--- src/design/err_status_defs.svh ---
`ifndef ERR_STATUS_DEFS_SVH
`define ERR_STATUS_DEFS_SVH

// Error source bit positions
`define ESRC_NAN_BIT 1
`define ESRC_INTR_WR_BIT 2
`define ESRC_RANGE_BIT 4
`define ESRC_MISALIGN_BIT 5
`define ESRC_SANITY_BIT 6
`define ESRC_SYNC_BIT 7
// Implemented error source bits
`define ESRC_IMPL_MASK 8'hF6
// Reserved mask bits, always read as one
`define EMASK_RSVD 16'h0D0D
`define EMASK_RESET 16'hFFFF
`define ESRC_RESET 8'h00
// Mask halves
`define EMASK_NOTIFY_LSB 0
`define EMASK_HALT_LSB 8

`endif

--- src/design/err_status_pkg.sv ---
package err_status_pkg;
   typedef logic [7:0] err_src_t;
   typedef logic [15:0] err_mask_t;
   typedef enum {SYNC_WAIT, SYNC_RUN} strobe_state_t;
endpackage

--- src/design/sync_fall_detect.sv ---
`timescale 1ns/10ps
// Two-stage synchroniser with falling-edge pulse from the second stage on
module sync_fall_detect
   import err_status_pkg::*;
(
   input wire logic mclk_in,
   input wire logic rst_in,
   input wire logic async_in,
   output logic fall_out
);
   logic meta_ff;
   logic stable_ff;
   logic prev_ff;
   strobe_state_t state_ff;
   strobe_state_t nxt_state;
   logic running;

   always_comb begin
      case (state_ff)
         SYNC_WAIT: nxt_state = SYNC_RUN;
         SYNC_RUN: nxt_state = SYNC_RUN;
         default: nxt_state = SYNC_WAIT;
      endcase
   end

   // Waiting one cycle avoids a false edge from the reset value
   assign running = (state_ff == SYNC_RUN);

   always_ff @(posedge mclk_in) begin
      if (rst_in) begin
         meta_ff <= 1'b0;
         stable_ff <= 1'b0;
         prev_ff <= 1'b0;
         state_ff <= SYNC_WAIT;
         fall_out <= 1'b0;
      end else begin
         meta_ff <= async_in;
         stable_ff <= meta_ff;
         prev_ff <= stable_ff;
         state_ff <= nxt_state;
         fall_out <= running & prev_ff & ~stable_ff;
      end
   end
endmodule

--- src/design/error_status_and_mask.sv ---
`timescale 1ns/10ps
`include "err_status_defs.svh"

// Functional notes
// An 8-bit error source register is readable by the host only.
// A host read returns the source contents and then clears them.
// Source bits: NaN 1, intr 2, range 4, misalign 5, sanity 6, sync 7.
// Misalign is flagged for float addresses not x4 or integer not x2.
// Sanity lapse is flagged when sanity enable is one and strobe falls.
// A 16-bit error mask register is host readable and writable.
// Mask bits 0, 2, 3, 8, 10, 11 always read as one.
// Low mask bits that are one block notification of the host.
// Mask bit n+8 that is one keeps source bit n from halting.
// Reset sets every mask bit to one.
// Notify and halt follow any set source bit with a zero mask bit.
// Source bits stay set until read; an event during the read wins.
module error_status_and_mask
   import err_status_pkg::*;
#(
   parameter int SRC_W = 8,
   parameter int MASK_W = 16
)
(
   input wire logic mclk_in,
   input wire logic rst_in,
   // Host access, one-cycle strobes on mclk_in
   input wire logic src_rd_in,
   input wire logic mask_rd_in,
   input wire logic mask_wr_in,
   input wire logic [15:0] mask_wdata_in,
   output logic [15:0] rdata_out,
   // Error events, one-cycle pulses from core logic; sanity enable is a level and the strobe a pin
   input wire logic not_a_number_flag_in,
   input wire logic host_intr_reg_written_in,
   input wire logic arith_range_flag_in,
   input wire logic access_valid_in,
   input wire logic access_is_float_in,
   input wire logic [1:0] access_addr_lsb_in,
   input wire logic sanity_enable_in,
   input wire logic sanity_strobe_input_in,
   input wire logic sync_drop_flag_in,
   // Outputs
   output logic host_notify_flag_out,
   output logic halt_req_out,
   output logic [7:0] error_source_out
);
   localparam err_src_t SRC_RST = `ESRC_RESET;
   localparam err_src_t SRC_IMPL = `ESRC_IMPL_MASK;
   localparam err_mask_t MASK_RST = `EMASK_RESET;
   localparam err_mask_t MASK_RSVD = `EMASK_RSVD;

   // The bit map and the two mask halves are fixed by the rules
   if (SRC_W != 8) begin : g_bad_src_w
      $error("SRC_W must be 8 to match the source bit map");
   end
   if (MASK_W != 2 * SRC_W) begin : g_bad_mask_w
      $error("MASK_W must hold one notify and one halt half");
   end
   if (`ESRC_SYNC_BIT >= SRC_W) begin : g_bad_bit_map
      $error("Source bit positions exceed SRC_W");
   end

   // Operand alignment: floats on four bytes, integers on two
   function automatic logic is_misaligned(
      input logic is_float,
      input logic [1:0] addr_lsb
   );
      logic bad;
      bad = is_float ? (addr_lsb != 2'b00) : addr_lsb[0];
      return bad;
   endfunction

   // Set source bits that a mask half lets through
   function automatic err_src_t live_bits(
      input err_src_t src,
      input err_src_t half
   );
      err_src_t hits;
      hits = src & ~half;
      return hits;
   endfunction

   // Source word as the host sees it, upper byte zero
   function automatic err_mask_t src_read_word(
      input err_src_t src
   );
      err_mask_t word;
      word = {{(MASK_W - SRC_W){1'b0}}, src};
      return word;
   endfunction

   err_src_t src_bits;
   err_src_t nxt_src;
   err_src_t events;
   err_src_t clr_bits;
   err_mask_t mask_ff;
   err_mask_t nxt_mask;
   err_mask_t mask_view;
   err_src_t notify_half;
   err_src_t halt_half;
   err_src_t notify_hits;
   err_src_t halt_hits;
   logic strobe_fall;
   logic misaligned;
   logic sanity_lapse;
   logic nan_evt;
   logic intr_evt;
   logic range_evt;
   logic sync_evt;
   logic nxt_notify;
   logic nxt_halt;
   logic rd_any;
   err_mask_t src_word;
   err_mask_t nxt_rdata;

   // Strobe is a pin, so it is synchronised before edge detection
   sync_fall_detect u_sync (
      .mclk_in(mclk_in),
      .rst_in(rst_in),
      .async_in(sanity_strobe_input_in),
      .fall_out(strobe_fall)
   );

   // Core events arrive as one-cycle pulses on this clock
   assign nan_evt = not_a_number_flag_in;
   assign intr_evt = host_intr_reg_written_in;
   assign range_evt = arith_range_flag_in;
   assign sync_evt = sync_drop_flag_in;
   assign misaligned = access_valid_in &
      is_misaligned(access_is_float_in, access_addr_lsb_in);
   // Enable is a level, so it only gates the synchronised edge pulse
   assign sanity_lapse = sanity_enable_in & strobe_fall;

   always_comb begin
      events = SRC_RST;
      events[`ESRC_NAN_BIT] = nan_evt;
      events[`ESRC_INTR_WR_BIT] = intr_evt;
      events[`ESRC_RANGE_BIT] = range_evt;
      events[`ESRC_MISALIGN_BIT] = misaligned;
      events[`ESRC_SANITY_BIT] = sanity_lapse;
      events[`ESRC_SYNC_BIT] = sync_evt;
   end

   // A source read clears every implemented bit at once
   assign clr_bits = src_rd_in ? SRC_IMPL : SRC_RST;

   // One cell per source bit. The set term follows the clear, so an
   // event in the read cycle is kept and reported by the next read.
   for (genvar i = 0; i < SRC_W; i++) begin : g_src
      logic cell_ff;
      assign nxt_src[i] = SRC_IMPL[i]
         & ((cell_ff & ~clr_bits[i]) | events[i]);
      always_ff @(posedge mclk_in) begin
         if (rst_in) begin
            cell_ff <= SRC_RST[i];
         end else begin
            cell_ff <= nxt_src[i];
         end
      end
      assign src_bits[i] = cell_ff;
   end

   // Mask register; only the host writes it, never the core
   assign nxt_mask = mask_wr_in ? mask_wdata_in : mask_ff;

   always_ff @(posedge mclk_in) begin
      if (rst_in) begin
         mask_ff <= MASK_RST;
      end else begin
         mask_ff <= nxt_mask;
      end
   end

   // Reserved bits forced at the view, so writes to them are harmless
   assign mask_view = mask_ff | MASK_RSVD;
   assign notify_half = mask_view[`EMASK_NOTIFY_LSB +: SRC_W];
   assign halt_half = mask_view[`EMASK_HALT_LSB +: SRC_W];

   // Flags look at the next source state, so they settle with it
   assign notify_hits = live_bits(nxt_src, notify_half);
   assign halt_hits = live_bits(nxt_src, halt_half);
   assign nxt_notify = |notify_hits;
   assign nxt_halt = |halt_hits;

   assign src_word = src_read_word(src_bits);
   assign rd_any = src_rd_in | mask_rd_in;
   // Source read wins when both strobes come together
   assign nxt_rdata = src_rd_in ? src_word : mask_view;

   // Read data holds until the next read
   always_ff @(posedge mclk_in) begin
      if (rst_in) begin
         rdata_out <= 16'h0000;
      end else if (rd_any) begin
         rdata_out <= nxt_rdata;
      end
   end

   always_ff @(posedge mclk_in) begin
      if (rst_in) begin
         host_notify_flag_out <= 1'b0;
      end else begin
         host_notify_flag_out <= nxt_notify;
      end
   end

   always_ff @(posedge mclk_in) begin
      if (rst_in) begin
         halt_req_out <= 1'b0;
      end else begin
         halt_req_out <= nxt_halt;
      end
   end

   // Copy of the source register for the core side
   always_ff @(posedge mclk_in) begin
      if (rst_in) begin
         error_source_out <= SRC_RST;
      end else begin
         error_source_out <= nxt_src;
      end
   end
endmodule

--- config.mk ---
export PLATFORM = sky130hd
export DESIGN_NAME = error_status_and_mask
export DESIGN_NICKNAME = d
export VERILOG_FILES = /design/src/design/err_status_pkg.sv /design/src/design/sync_fall_detect.sv /design/src/design/error_status_and_mask.sv
export VERILOG_INCLUDE_DIRS = /design/src /design/src/design
export SDC_FILE = /design/constraint.sdc
export NUM_CORES = 1
export LEC_CHECK = 0
export ABC_AREA = 1
export BUFFER_PORTS_ARGS = -buffer_cell sky130_fd_sc_hd__buf_4
export CORE_ASPECT_RATIO = 0.5
export CORE_MARGIN = 1
export CORE_UTILIZATION = 25
export DETAILED_ROUTE_END_ITERATION = 12
export SYNTH_ARGS = -nofsm -noshare
export SYNTH_HDL_FRONTEND = slang
export SYNTH_SLANG_ARGS = --single-unit
--- constraint.sdc ---
create_clock -name mclk_in -period 1.1 [get_ports mclk_in]
set_input_delay 0.22 -clock mclk_in [delete_from_list [all_inputs] [get_ports mclk_in]]
set_output_delay 0.22 -clock mclk_in [all_outputs]
set_load 0.005 [all_outputs]
==> results of run 1 <==
## synth_stat cells
master    instances  share of area, %
nor3_1            7               2.5
inv_1            17               4.5
nand3_1           6               2.1
nor2_1           10               2.7
inv_2             2              0.53
o21ai_0          10               3.5
buf_4            12               6.4
nand2_2           4               1.8
conb_1            1              0.27
o221ai_1          5               3.1
o21ai_2           1              0.62
nand2_1          28               7.4
a21oi_1          21               7.4
o221a_2           1              0.80
inv_4             1              0.44
buf_2             3               1.1
o21ai_1           2              0.71
dfxtp_1          35                50
nor2_4            1              0.80
buf_6             4               3.2
clkbuf_1          2              0.53
## worst min-delay path by stage
stage	to	slack [ns]	startpoint
after global routing	u_sync.meta_ff	0.15	sanity_strobe_input_in
final	u_sync.meta_ff	0.15	sanity_strobe_input_in
after detailed placement	u_sync.stable_ff	0.40	u_sync.meta_ff
after global placement	u_sync.stable_ff	0.39	u_sync.meta_ff
after CTS	u_sync.meta_ff	0.15	sanity_strobe_input_in
after floorplan	u_sync.meta_ff	0.33	sanity_strobe_input_in
## per-stage QoR
| step | cell area [sq um] | power, W | worst slack (ns) | util [%] |
|---|---|---|---|---|
| after floorplan | 1420 | 0.00162 | 0.201 | - |
| after global placement | 1760 | 0.00178 | 0.0582 | 34.0 |
| after detailed placement | 1760 | 0.00178 | 0.0525 | 34.0 |
| after CTS | 1920 | 0.00325 | 0.0290 | 37.1 |
| after global routing | 1920 | 0.00336 | 0.0489 | 37.1 |
| final | 1920 | 0.00322 | 0.101 | 37.1 |
## power breakdown
part,internal (W),switching [W],total [W]
clock,0.000961,0.000503,0.00146
sequential,0.00135,0.0000440,0.00139
combinational,0.000190,0.000169,0.000359
total,0.00250,0.000717,0.00322
## flip-flops by register name (all words and copies together), names as in the netlist
signal,flops
halt_req_out,1
u_sync.state_ff,1
error_source_out,6
rdata_out,12
u_sync.stable_ff,1
u_sync.meta_ff,1
u_sync.prev_ff,1
u_sync.fall_out,1
host_notify_flag_out,1
mask_ff,10
## logic make-up after synthesis
group,Yosys count
flip-flops,35
AND/OR/NAND/NOR,56
buffers and inverters,41
other,1
AO/OA/AOI/OAI,40
## layer usage
layer	global-route usage, %	wire [microns]
met1	13.3	1500
met2	19.9	1540
met3	4.68	185
met4	4.05	29
met5	0	0
## cells in the final DEF (no fill, tap or decap), drive strengths merged
| cell type | n |
|---|---|
| nand2 | 32 |
| o221ai | 5 |
| dfxtp | 35 |
| a21oi | 21 |
| o221a | 1 |
| conb | 2 |
| buf | 55 |
| nor3 | 7 |
| inv | 20 |
| clkbuf | 7 |
| o21ai | 13 |
| clkinvlp | 1 |
| nand3 | 6 |
| nor2 | 11 |
## area by class of cell
class | count | area (sq um)
Clock buffer | 7 | 153
Clock inverter | 1 | 7.51
Fill cell | 524 | 3260
Inverter | 20 | 77.6
Multi-Input combinational cell | 98 | 480
Sequential cell | 35 | 702
Tap cell | 70 | 87.6
Timing Repair Buffer | 55 | 413
==> out/qor.yml, run 1 <==
status:
  outcome: "finished, final reports clean"
die:
  dieArea_sq_um: 5970
  initial_core_util_pct: 27.3
  num_rows: 18
  coreArea_sq_um: 5180
  die_x_microns: 108
  die_y_microns: 55.2
  ios: 57
power_and_ir_drop:
  power.leakage_nw: 0.945
  power.density_nw_per_um2: 1670
  peakVddDrop_uv: 668
synth:
  synth_seq_cells: 35
  syn-mean-instance-area_sq_um: 8.17
  synth_top_family_by_area: "simple AND/OR/NAND/NOR gates"
  synthMuxAreaShare_pct: 0
  yosysUniqueCellTypes: 21
  synth_cells: 173
  syn_area_sq_um: 1410
  ys_seq_area_share_pct: 49.6
  yosys.area_share.adder_pct: 0
  synth-compound-area-share_pct: 16.2
  ys_warn_count: 0
  synth_xor_area_share_pct: 0
  synthSimpleGateAreaFrac_pct: 17.3
routing:
  drt_drc_violations_left: 0
  vias: 1202
  first_pass_iters: 4
  first_iter_violations: 42
  drt-total-wl_microns: 3250
  postRouteAntennaNets: 0
  vias_per_cell: 4.20
  wire_per_inst_microns: 11.4
clock_tree:
  clk_pin_slew_worst_paths_ns: 0.05
  numCtsBuffers: 5
  cts_resized: 0
  hold_buffers: 0
  clock_latency_ns: 0.28
  cts_buffer_depth: 2
  cts_max_level: 2
  cts_tree: "yes"
  numClockSinks: 35
  post-cts-setup-buffer-count: 0
  cts-root-buf: "clkbuf_16"
sta:
  drv_slew: 0
  final.min_clock_period_ns: 0.999
  finalClockSkew_ns: 0.00327
  holdWs_ns: 0.150
  max_freq_ghz: 1.00
  period_share_pct: 90.9
  timing.setup.tns_ns: 0
  setup_viol: 0
  rsz0062_at_grt: "false"
  hold_viol: 0
setup_path:
  worst-path-max-fanout: 3
  cpMaxStageDelayCell: "dfxtp_1"
  end_kind: "output port"
  cpPeakStageDelay_ns: 0.37
  worst_ep_required_time_ns: 0.88
  crit_path_end: "error_source_out[5]"
  cp_num_buf_inv: 1
  r2r_end: "host_notify_flag_out"
  ff2ff_path_depth: 6
  startpoint_type: "register"
  worstSetupStartpoint: "error_source_out[5]"
  r2r_setup_slack_ns: 0.19
  rr_startpoint: "error_source_out[4]"
  crit_type: "register to output port"
  crit_chain: "buf_4"
  cp.arrival_ns: 0.78
  cp.depth: 1
  cpLargestDelayFamily: "flip-flops"
cells_and_area:
  synthToLayoutAreaGrowth_pct: 36.0
  n_antenna_cell: 0
  stdcell_count: 286
  nNetsFinal: 246
  layout-drive-gt1-share_pct: 34.3
placement:
  gp_congestion: 0.772
  dpl.hpwl_microns: 2460
  dp.cells: 278
  io_buffers: 48
hold_path:
  min_path_type: "input pin to register"
  hold_depth: 3
grt:
  grtUsageTotal_pct: 11.5
  antenna_found_initial: 0
  overflow: 0
  grt_pass1_vias: 1089
  grt_max_degree: 21
  grt_pass1_wl_microns: 4990
job:
  maxCapViolations: 0
(Power assumes the default switching activity.)
==> run 2, diff against run 1 <==
- CELL_PAD_IN_SITES_DETAIL_PLACEMENT: unset -> 0
- CELL_PAD_IN_SITES_GLOBAL_PLACEMENT: unset -> 2
- PLACE_DENSITY_LB_ADDON: unset -> 0.1
==> out/qor.yml, run 2 (synthesis results as in run 1) <==
setup_path:
  cp.arrival_ns: 0.80
  worst_ep_required_time_ns: 0.88
  cp_num_buf_inv: 1
  cpMaxStageDelayCell: "dfxtp_1"
  worst-path-max-fanout: 3
  startpoint_type: "register"
  end_kind: "output port"
  cpPeakStageDelay_ns: 0.39
  cpLargestDelayFamily: "flip-flops"
  crit_chain: "buf_4"
  crit_type: "register to output port"
grt:
  grt_pass1_vias: 1102
  grtUsageTotal_pct: 13.0
  grt_pass1_wl_microns: 5580
  overflow: 0
  antenna_found_initial: 0
  grt_max_degree: 21
sta:
  final.min_clock_period_ns: 1.02
  setup_viol: 0
  holdWs_ns: 0.146
  layout_setup_ws_ns: 0.0809
  rsz0062_at_grt: "false"
  timing.setup.tns_ns: 0
  finalClockSkew_ns: 0.00400
  max_freq_ghz: 0.981
  drv_slew: 0
  period_share_pct: 92.6
  hold_viol: 0
job:
  maxCapViolations: 0
power_and_ir_drop:
  peakVddDrop_uv: 577
  power.leakage_nw: 0.946
  power.density_nw_per_um2: 1670
clock_tree:
  numCtsBuffers: 5
  clock_latency_ns: 0.27
  cts_max_level: 2
  cts_tree: "yes"
  cts-root-buf: "clkbuf_16"
  hold_buffers: 0
  cts_buffer_depth: 2
  clk_pin_slew_worst_paths_ns: 0.05
  numClockSinks: 35
die:
  die_x_microns: 108
  initial_core_util_pct: 27.3
  num_rows: 18
  dieArea_sq_um: 5970
  die_y_microns: 55.2
  ios: 57
  coreArea_sq_um: 5180
cells_and_area:
  largest_register_ffs: 12
  layout_commonest_cell: "buf_4"
  final_cell_mix: "buf_4, dfxtp_1, nand2_1, a21oi_1, inv_1"
  layout-drive-gt1-share_pct: 33.8
  reg.largest.list: "rdata_out: 12 flops, mask_ff: 10 flops, error_source_out: 6 flops"
  fillers: 563
  synthToLayoutAreaGrowth_pct: 35.7
  n_antenna_cell: 0
  regMostFlops: "rdata_out"
  nNetsFinal: 246
routing:
  vias_per_cell: 4.05
  drt-total-wl_microns: 3450
  vias: 1158
  drt_drc_violations_left: 0
  first_iter_violations: 41
  wire_per_inst_microns: 12.1
  first_pass_iters: 4
  postRouteAntennaNets: 0
placement:
  gp_congestion: 0.710
  dpl.hpwl_microns: 2630
  io_buffers: 48
  pre_cts_slack_ns: 0.0669
hold_path:
  min_path_type: "input pin to register"
status:
  outcome: "finished, final reports clean"
## run 2: cell count changes in the layout (fill, tap and decap cells not counted)
cell,previous run,this run
clkbuf_1,0,1
clkinvlp_4,1,0
## run 2: layer usage
metal,global-route usage (%),up-vias,part of all wire (%)
met5,0,-,0
met4,4.05,0,0.38
met3,5.15,2,6.7
met2,17.9,29,38
met1,18.4,497,55
li1,-,630,-
## run 2: layout make-up
type | count | area, sq um | area share [%]
Inverter | 20 | 77.6 | 4.05
Sequential cell | 35 | 702 | 36.6
Clock buffer | 8 | 156 | 8.16
Timing Repair Buffer | 55 | 413 | 21.5
Multi-Input combinational cell | 98 | 480 | 25.1
Tap cell | 70 | 87.6 | 4.57
## run 2: path summary, 6_finish.rpt
kind	start	to	slack (ns)	cells after the start
hold reg to reg	u_sync.meta_ff	u_sync.stable_ff	0.40	2
hold / removal	sanity_strobe_input_in	u_sync.meta_ff	0.15	3
setup reg to reg	error_source_out[7]	host_notify_flag_out	0.18	6
setup / recovery	error_source_out[6]	error_source_out[6]	0.08	1
## run 2: timing repair
action | CTS | global route
gates resized for setup | 0 | 1
hold endpoints to repair | 0 | 0
setup buffers | 0 | 0
setup endpoints to repair | 0 | 5
## run 2: power breakdown
| part | internal [W] | total [W] | switching, W | leakage (nW) |
|---|---|---|---|---|
| logic | 0.000189 | 0.000362 | 0.000172 | 0.579 |
| registers | 0.00135 | 0.00139 | 0.0000432 | 0.291 |
| clock network | 0.000963 | 0.00146 | 0.000493 | 0.0772 |
## run 2: per-stage QoR
| step | utilization (%) | total power (W) | cells | area (sq um) |
|---|---|---|---|---|
| floorplan | - | 0.00162 | 174 | 1420 |
| global placement | 34.0 | 0.00178 | 278 | 1760 |
| detailed placement | 34.0 | 0.00179 | 278 | 1760 |
| CTS | 37.0 | 0.00327 | 286 | 1920 |
| global route | 37.0 | 0.00339 | 286 | 1920 |
| finish | 37.0 | 0.00321 | 286 | 1920 |
